===== config.mk =====
export PLATFORM = sky130hd
export DESIGN_NAME = slc_slot_caps
export DESIGN_NICKNAME = d
export VERILOG_FILES = /design/src/hw/slc_pkg.sv /design/src/hw/slc_dl_edge.sv /design/src/hw/slc_msg_out.sv /design/src/hw/slc_slot_caps.sv
export VERILOG_INCLUDE_DIRS = /design/src /design/src/hw
export SDC_FILE = /design/constraint.sdc
export NUM_CORES = 1
export LEC_CHECK = 0
export BUFFER_PORTS_ARGS = -buffer_cell sky130_fd_sc_hd__buf_2
export CORE_ASPECT_RATIO = 0.7
export CORE_UTILIZATION = 42
export DETAILED_ROUTE_END_ITERATION = 8
export HOLD_SLACK_MARGIN = 0.05
export PLACE_DENSITY = 0.83
export SKIP_CTS_REPAIR_TIMING = 1
export SLEW_MARGIN = 20
export SYNTH_ARGS = -nofsm -noshare
export SYNTH_HDL_FRONTEND = slang
export SYNTH_SLANG_ARGS = --single-unit

===== constraint.sdc =====
create_clock -name clk_sys -period 1.6 [get_ports clk_sys]
set_input_delay 0.16 -clock clk_sys [delete_from_list [all_inputs] [get_ports clk_sys]]
set_output_delay 0.16 -clock clk_sys [all_outputs]
set_load 0.02 [all_outputs]

===== src/hw/slc_regs.svh =====
`ifndef SLC_REGS_SVH
`define SLC_REGS_SVH

////////////////////////////////////////////////////////////////////////////
// register address
`define SLC_ADDR_W            12
`define SLC_SCAP_OFFSET       12'h054

////////////////////////////////////////////////////////////////////////////
// field positions of the slot capabilities word
`define SLC_BIT_BUTTON        0
`define SLC_BIT_POWER_CTRL    1
`define SLC_BIT_LATCH_SENSOR  2
`define SLC_BIT_ATTN_LED      3
`define SLC_BIT_POWER_LED     4
`define SLC_BIT_SURPRISE      5
`define SLC_BIT_HOTPLUG       6
`define SLC_LSB_PWR_VALUE     7
`define SLC_MSB_PWR_VALUE     14
`define SLC_LSB_PWR_SCALE     15
`define SLC_MSB_PWR_SCALE     16
`define SLC_BIT_INTERLOCK     17
`define SLC_BIT_NO_CMD_CPL    18
`define SLC_LSB_SLOT_NUM      19
`define SLC_MSB_SLOT_NUM      31

////////////////////////////////////////////////////////////////////////////
// access masks and reset values
`define SLC_LOCK_MASK         32'hFFFA007F
`define SLC_RW_MASK           32'h0001FF80
`define SLC_SCAP_RESET        32'h00000000
`define SLC_NO_CMD_CPL_VAL    1'h0
`define SLC_RDATA_IDLE        32'h00000000

`endif


===== src/hw/slc_pkg.sv =====
package slc_pkg;

   typedef logic [7:0]  slc_value_t;
   typedef logic [12:0] slc_slot_num_t;

   // multiplier applied to the power limit value
   typedef enum logic [1:0] {
      SLC_SCALE_X1    = 2'h0,
      SLC_SCALE_XP1   = 2'h1,
      SLC_SCALE_XP01  = 2'h2,
      SLC_SCALE_XP001 = 2'h3
   } slc_scale_t;

   // gray ring: idle -> load -> send -> done -> idle
   typedef enum logic [1:0] {
      SLC_IDLE = 2'h0,
      SLC_LOAD = 2'h1,
      SLC_SEND = 2'h3,
      SLC_DONE = 2'h2
   } slc_state_t;

   // msb first, so the struct is bit for bit the register word
   typedef struct packed {
      slc_slot_num_t slot_num;
      logic          no_cmd_cpl;
      logic          interlock;
      slc_scale_t    scale;
      slc_value_t    value;
      logic          hotplug_capable;
      logic          surprise;
      logic          power_led;
      logic          attention_led;
      logic          latch_sensor;
      logic          power_ctrl;
      logic          button;
   } slc_caps_t;

endpackage


===== src/hw/slc_dl_edge.sv =====
`timescale 1ns/1ps
`default_nettype none

module slc_dl_edge (
   input  wire logic clk_sys,
   input  wire logic rst_n,
   input  wire logic link_layer_active,
   output logic      dl_up_rise
);
   import slc_pkg::*;

   typedef struct packed {
      logic prev;
      logic rise;
   } slc_edge_st_t;

   slc_edge_st_t st;
   slc_edge_st_t next_st;

   ////////////////////////////////////////////////////////////////////////
   // prev resets low, so a link already up after reset counts as an entry
   always_comb begin
      next_st      = st;
      next_st.prev = link_layer_active;
      next_st.rise = link_layer_active & ~st.prev;
   end

   always_ff @(posedge clk_sys) begin
      if (!rst_n) begin
         st <= '0;
      end else begin
         st <= next_st;
      end
   end

   assign dl_up_rise = st.rise;

endmodule

`default_nettype wire


===== src/hw/slc_msg_out.sv =====
`timescale 1ns/1ps
`default_nettype none

module slc_msg_out (
   input  wire logic                clk_sys,
   input  wire logic                rst_n,
   input  wire logic                load,
   input  wire slc_pkg::slc_value_t value_in,
   input  wire slc_pkg::slc_scale_t scale_in,
   output slc_pkg::slc_value_t      msg_value,
   output slc_pkg::slc_scale_t      msg_scale
);
   import slc_pkg::*;

   typedef struct packed {
      slc_value_t value;
      slc_scale_t scale;
   } slc_msg_st_t;

   slc_msg_st_t st;
   slc_msg_st_t next_st;

   ////////////////////////////////////////////////////////////////////////
   // payload frozen while a message is offered, even if software rewrites
   always_comb begin
      next_st = st;
      if (load) begin
         next_st.value = value_in;
         next_st.scale = scale_in;
      end
   end

   always_ff @(posedge clk_sys) begin
      if (!rst_n) begin
         st <= '0;
      end else begin
         st <= next_st;
      end
   end

   assign msg_value = st.value;
   assign msg_scale = st.scale;

endmodule

`default_nettype wire


===== src/hw/slc_slot_caps.sv =====
// The plain strobed port is this design's own decision.
`timescale 1ns/1ps
`default_nettype none
`include "slc_regs.svh"

module slc_slot_caps (
   input  wire logic                   clk_sys,
   input  wire logic                   rst_n,
   input  wire logic [`SLC_ADDR_W-1:0] reg_addr,
   input  wire logic [31:0]            reg_wdata,
   input  wire logic                   reg_wr,
   input  wire logic                   reg_rd,
   output logic [31:0]                 reg_rdata,
   input  wire logic                   slot_implemented,
   input  wire logic                   cfg_lock_open,
   input  wire logic                   link_layer_active,
   output logic                        spl_msg_req,
   input  wire logic                   spl_msg_ack,
   output slc_pkg::slc_value_t         spl_msg_value,
   output slc_pkg::slc_scale_t         spl_msg_scale
);
   import slc_pkg::*;

   ////////////////////////////////////////////////////////////////////////
   // state

   typedef struct packed {
      slc_caps_t  caps;
      logic [31:0] rdata;
      slc_state_t state;
      logic       pending;
   } slc_top_st_t;

   slc_top_st_t st;
   slc_top_st_t next_st;

   logic        dl_up_rise;
   logic        scap_hit;
   logic        scap_write;
   logic        msg_trigger;
   logic        msg_load;
   logic [31:0] scap_view;

   ////////////////////////////////////////////////////////////////////////
   // decode helpers

   // one place decides whether an address names the capabilities word
   function automatic logic addr_is_scap(
      input logic [`SLC_ADDR_W-1:0] addr
   );
      addr_is_scap = (addr == `SLC_SCAP_OFFSET);
   endfunction

   // what software sees: zero everywhere while no slot is behind the port
   function automatic logic [31:0] visible_word(
      input slc_caps_t caps,
      input logic      slot_on
   );
      logic [31:0] word;
      word = caps;
      word[`SLC_BIT_NO_CMD_CPL] = `SLC_NO_CMD_CPL_VAL;
      if (!slot_on) begin
         word = '0;
      end
      visible_word = word;
   endfunction

   // merge a write under the two masks; bit 18 is in neither mask
   function automatic slc_caps_t merged_caps(
      input slc_caps_t   caps,
      input logic [31:0] wdata,
      input logic        lock_open
   );
      logic [31:0] mask;
      logic [31:0] word;
      mask = `SLC_RW_MASK;
      if (lock_open) begin
         mask = mask | `SLC_LOCK_MASK;
      end
      word = caps;
      word = (word & ~mask) | (wdata & mask);
      word[`SLC_BIT_NO_CMD_CPL] = `SLC_NO_CMD_CPL_VAL;
      merged_caps = word;
   endfunction

   ////////////////////////////////////////////////////////////////////////
   // link side: entry into DL_Up

   // link_layer_active high is the DL_Up condition
   slc_dl_edge u_dl_edge (
      .clk_sys           (clk_sys),
      .rst_n             (rst_n),
      .link_layer_active (link_layer_active),
      .dl_up_rise        (dl_up_rise)
   );

   ////////////////////////////////////////////////////////////////////////
   // register access

   assign scap_hit   = addr_is_scap(reg_addr);
   assign scap_write = reg_wr & scap_hit & slot_implemented;
   assign scap_view  = visible_word(st.caps, slot_implemented);

   // a write or a link coming up both ask for a fresh power limit message;
   // with no slot the limit is meaningless, so nothing is sent then
   assign msg_trigger = scap_write |
                        (dl_up_rise & slot_implemented);

   assign msg_load = (st.state == SLC_LOAD);

   ////////////////////////////////////////////////////////////////////////
   // next state

   always_comb begin
      next_st = st;

      // read data stands only in the cycle after the strobe
      next_st.rdata = `SLC_RDATA_IDLE;
      if (reg_rd && scap_hit) begin
         next_st.rdata = scap_view;
      end

      // button, power ctrl, latch, leds, surprise, hotplug, interlock,
      // slot number are lockable; value and scale are plain writable
      if (scap_write) begin
         next_st.caps = merged_caps(st.caps, reg_wdata,
                                    cfg_lock_open);
      end

      // a request that arrives while one is in flight is remembered, so
      // the partner ends up with the latest limit; set beats the clear
      if (msg_trigger) begin
         next_st.pending = 1'h1;
      end

      case (st.state)
         SLC_IDLE: begin
            if (st.pending) begin
               next_st.state = SLC_LOAD;
               if (!msg_trigger) begin
                  next_st.pending = 1'h0;
               end
            end
         end
         SLC_LOAD: begin
            // payload is copied in this cycle, so a write landing in the
            // same cycle is covered by the pending flag it just set
            next_st.state = SLC_SEND;
         end
         SLC_SEND: begin
            if (spl_msg_ack) begin
               next_st.state = SLC_DONE;
            end
         end
         SLC_DONE: begin
            next_st.state = SLC_IDLE;
         end
         default: begin
            next_st.state = SLC_IDLE;
         end
      endcase

      // the capability bits never hold a bit 18 value
      next_st.caps.no_cmd_cpl = `SLC_NO_CMD_CPL_VAL;
   end

   ////////////////////////////////////////////////////////////////////////
   // registers

   always_ff @(posedge clk_sys) begin
      if (!rst_n) begin
         st.caps    <= `SLC_SCAP_RESET;
         st.rdata   <= `SLC_RDATA_IDLE;
         st.state   <= SLC_IDLE;
         st.pending <= 1'h0;
      end else begin
         st <= next_st;
      end
   end

   ////////////////////////////////////////////////////////////////////////
   // message payload

   // value and scale travel with the message exactly as programmed
   slc_msg_out u_msg_out (
      .clk_sys   (clk_sys),
      .rst_n     (rst_n),
      .load      (msg_load),
      .value_in  (st.caps.value),
      .scale_in  (st.caps.scale),
      .msg_value (spl_msg_value),
      .msg_scale (spl_msg_scale)
   );

   ////////////////////////////////////////////////////////////////////////
   // outputs

   assign spl_msg_req = (st.state == SLC_SEND);
   assign reg_rdata   = st.rdata;

   // field map of the lockable presence flags:
   // button_present st.caps.button
   // surprise_removal st.caps.surprise
   // hotplug_capable st.caps.hotplug_capable
   // interlock_present st.caps.interlock
   // physical_slot_number st.caps.slot_num

endmodule

`default_nettype wire


Word-level counts from Yosys, hierarchy flattened
Index checks and enable logic that the tools add are counted.
{"block": "totals", "regBits": 79, "input_bits": 52, "out_inout_bits": 43, "word_cells": 50}
{"block": "classes", "n_eq_ne": 6, "muxes": 9, "bitwise_logic": 10, "n_reduce_logical": 5}
{"cell": "32-bit two-way mux", "count": 3}
{"cell": "32-bit AND", "count": 2}
{"cell": "32-bit NOT", "count": 1}
{"cell": "32-bit bitwise OR", "count": 1}
{"cell": "12-bit by 7-bit == test with 1-bit output, second input constant", "count": 1}
{"cell": "2-bit case mux with 4 select lines", "count": 1}
{"cell": "1-bit AND", "count": 4}
{"cell": "2-bit == test, second input constant", "count": 2}
{"cell": "2-bit AND reduction", "count": 2}
{"cell": "1-bit two-way mux", "count": 3}
{"cell": "3-bit two-way mux", "count": 1}
{"cell": "3-bit AND reduction", "count": 1}
{"cell": "2-bit by 1-bit == test with 1-bit output, second input constant", "count": 1}
{"cell": "2-bit logical NOT", "count": 1}
{"cell": "2-bit two-way mux", "count": 1}
{"cell": "2-bit by 1-bit != test with 1-bit output, second input constant", "count": 1}
{"cell": "2-bit != test, second input constant", "count": 1}
{"cell": "1-bit logical AND", "count": 1}
{"cell": "1-bit NOT", "count": 1}
{"cell": "1-bit bitwise OR", "count": 1}

Logic depth before layout (Yosys ltp)
{"block": "logic_depth", "ltp_word": 8, "mapped_depth": 4, "mapped_depth_nobuf": 3}

Modules after synthesis
Synthesis repeated with hierarchy kept, for this count alone.
{"block": "hier_totals", "cells_unflattened": 290, "area_unflattened_um2": 2957.8}
{"mod": "slc_slot_caps", "instances": 1, "cells_per_inst": 255, "area_per_inst_um2": 2528.7, "seq_area_each_um2": 1301.2}
{"mod": "slc_msg_out", "instances": 1, "cells_per_inst": 31, "area_per_inst_um2": 374.1, "seq_area_each_um2": 200.2}
{"mod": "slc_dl_edge", "instances": 1, "cells_per_inst": 4, "area_per_inst_um2": 55.1, "seq_area_each_um2": 40.0}

Worst setup path before layout
No wires, ideal clock.
{"block": "synth_timing", "path_type": "input to register", "startpoint": "in reg_addr[9]", "endpoint": "reg (tool-made name)", "setup_ns": 0.072, "t_arrival_ns": 1.493, "required_ns": 1.528, "slack_ns": 0.035, "cell_stages": 4, "path_buffers": 1, "path_cell_list": "or4b_4 nor4_4 buf_6 mux2i_1"}
{"item": "start, declared", "line": "slc_slot_caps.sv:9", "rtl": "input wire logic [`SLC_ADDR_W-1:0] reg_addr,"}

==> flow_metrics.py <==
metrics = {
    "outcome": {
        "status": "finished, final reports clean",
    },
    "setup_path": {
        "crit_path_start": "reg_addr[9]",
        "cp-end-kind": "flip-flop",
        "crit_path_max_fanout": 21,
        "cp.required_ns": 1.87,
        "timing.rr.start": "st[2]",
        "worstSetupPathType": "in2reg",
        "start_kind": "input port",
        "critPathArrivalTime_ns": 1.64,
    },
    "route": {
        "dr.pass1.iters": 4,
        "num_vias": 2102,
        "dr.first_iter.drc_count": 62,
        "routed_wl_um": 5640,
        "drc_errors": 0,
        "vias_per_cell": 4.45,
        "wl_per_cell_um": 12.0,
        "ant_nets": 0,
    },
    "clock_tree": {
        "clkSinkCount": 77,
        "numCtsBuffers": 9,
        "tritoncts": "yes",
        "clk_pin_slew_ns": 0.08,
        "cts-root-buf": "clkbuf_8",
        "clockBufferDepth": 2,
        "clock_latency_ns": 0.35,
        "htreeDepth": 3,
    },
    "floorplan": {
        "die_w_um": 102,
        "rows": 25,
        "core_area_mm2": 0.00679,
        "die_h_um": 72.2,
        "io_pins": 95,
        "die-area_mm2": 0.00739,
        "start_util_pct": 43.6,
    },
    "cells_and_area": {
        "layout-drive-gt1-share_pct": 31.7,
        "layout_commonest_cell": "buf_2",
        "layout-area-overhead-vs-synth_pct": 23.3,
        "final_nets": 425,
        "instances_no_fill": 472,
        "final_cell_mix": "buf_2 (92), nand2_1 (84), dfxtp_1 (77)",
        "fin_area_mm2": 0.00365,
        "antennaDiodeCount": 0,
    },
    "yosys": {
        "syn_nets": 355,
        "netlist_area_mm2": 0.00296,
        "yosys_warnings": 0,
        "syn_inst": 303,
        "synth.distinct_cells": 23,
        "yosysSeqAreaShare_pct": 52.1,
        "ys_ff_latch": 77,
        "syn_avg_cell_area_um2": 9.76,
    },
    "sta": {
        "rsz0062_at_grt": "false",
        "fin_skew_ns": 0.00407,
        "max_freq_mhz": 729,
        "min_period_ns": 1.37,
        "tns_ns": 0,
        "finalSetupViolations": 0,
        "finalWorstSetupSlack_ns": 0.228,
        "slew_viol_final": 0,
        "min_period_over_period_pct": 85.7,
        "hold_viol_final": 0,
    },
    "run": {
        "drv_cap": 0,
    },
    "placement": {
        "place_ws_ns": -0.142,
        "placed_area_mm2": 0.00330,
        "numPortBuffers": 92,
        "dp_cells": 448,
        "gp_congestion": 0.699,
        "hpwl_um": 3860,
    },
    "global_routing": {
        "grt_pass1_wl_um": 8850,
        "gr-usage-all-layers_pct": 16.1,
        "overflow": 0,
        "antenna_found_initial": 0,
        "grt_pass1_vias": 1989,
        "grt_max_degree": 77,
    },
    "power": {
        "total_power_mw": 3.99,
        "leakage_nw": 1.60,
        "powerDensity_mw_per_mm2": 1090,
        "ir_worst_vdd_mv": 0.390,
    },
    "min_path": {
        "worstHoldStart": "reg_wdata[7]",
        "hold_path.class": "in2reg",
    },
}
power breakdown:
part | leakage [nW] | internal, mW | switching, mW | total, mW
combinational | 0.862 | 0.0891 | 0.0849 | 0.174
clock | 0.123 | 1.19 | 0.698 | 1.89
sequential | 0.621 | 1.92 | 0.00465 | 1.93
critical path, stage by stage:
cell and delay, ns:
buf_2 0.10, or4b_4 0.59, nor4_4 0.35, buf_12 0.24, mux2i_1 0.21
cell type report:
type / instances / area, µm²
tap: 94 / 118
clock buffer: 10 / 128
clock inverter: 6 / 135
timing repair buffer: 107 / 631
multi-input combinational: 177 / 1090
inverter: 1 / 3.75
fill: 639 / 3140
sequential: 77 / 1540
layer usage:
layer,global-route usage (%),vias to the layer above,share of wire (%)
met5,0,-,0
met4,6.19,0,2.3
met3,7.51,15,5.3
met2,27.1,60,49
met1,17.8,958,44
li1,-,1069,-
cell families after synthesis:
kind of cell / count (synthesis) / synth area share [%]
buffers and inverters: 49 / 11.0
AOI/OAI and AO/OA: 13 / 3.17
other: 1 / 0.127
and+or+nand+nor: 132 / 23.1
DFF: 77 / 52.1
muxes: 31 / 10.5
Yosys cell counts:
master,number,area [µm²]
nand2_1,84,315
dfxtp_1,77,1540
and2_1,35,219
buf_4,32,240
mux2i_1,31,310
a21boi_0,10,75.1
clkbuf_1,9,33.8
buf_1,4,15.0
buf_6,3,33.8
nor4_4,3,63.8
nand4b_1,2,17.5
nor2b_1,2,12.5
conb_1,1,3.75
inv_1,1,3.75
nand2b_1,1,6.26
nand3b_1,1,7.51
nor2_1,1,3.75
o21a_1,1,7.51
o21ai_0,1,5.00
o22ai_1,1,6.26
or3_2,1,7.51
or4b_4,1,13.8
or4bb_4,1,15.0
worst paths after layout:
check	end	slack, ns	cells past startpoint
max reg2reg	u_msg_out.msg_scale[0]	0.46	3
min reg2reg	u_dl_edge.dl_up_rise	0.38	1
min	st[42]	0.05	3
max	flip-flop	0.23	5
through the flow:
| step | util, % | hold slack, ns |
|---|---|---|
| after floorplan | - | 0.296 |
| after global placement | 48.7 | 0.372 |
| after detailed placement | 48.7 | 0.376 |
| after CTS | 52.5 | 0.0149 |
| after global routing | 53.7 | 0.0511 |
| final | 53.7 | 0.0496 |
Note: power is estimated with default switching activity, not from simulation.
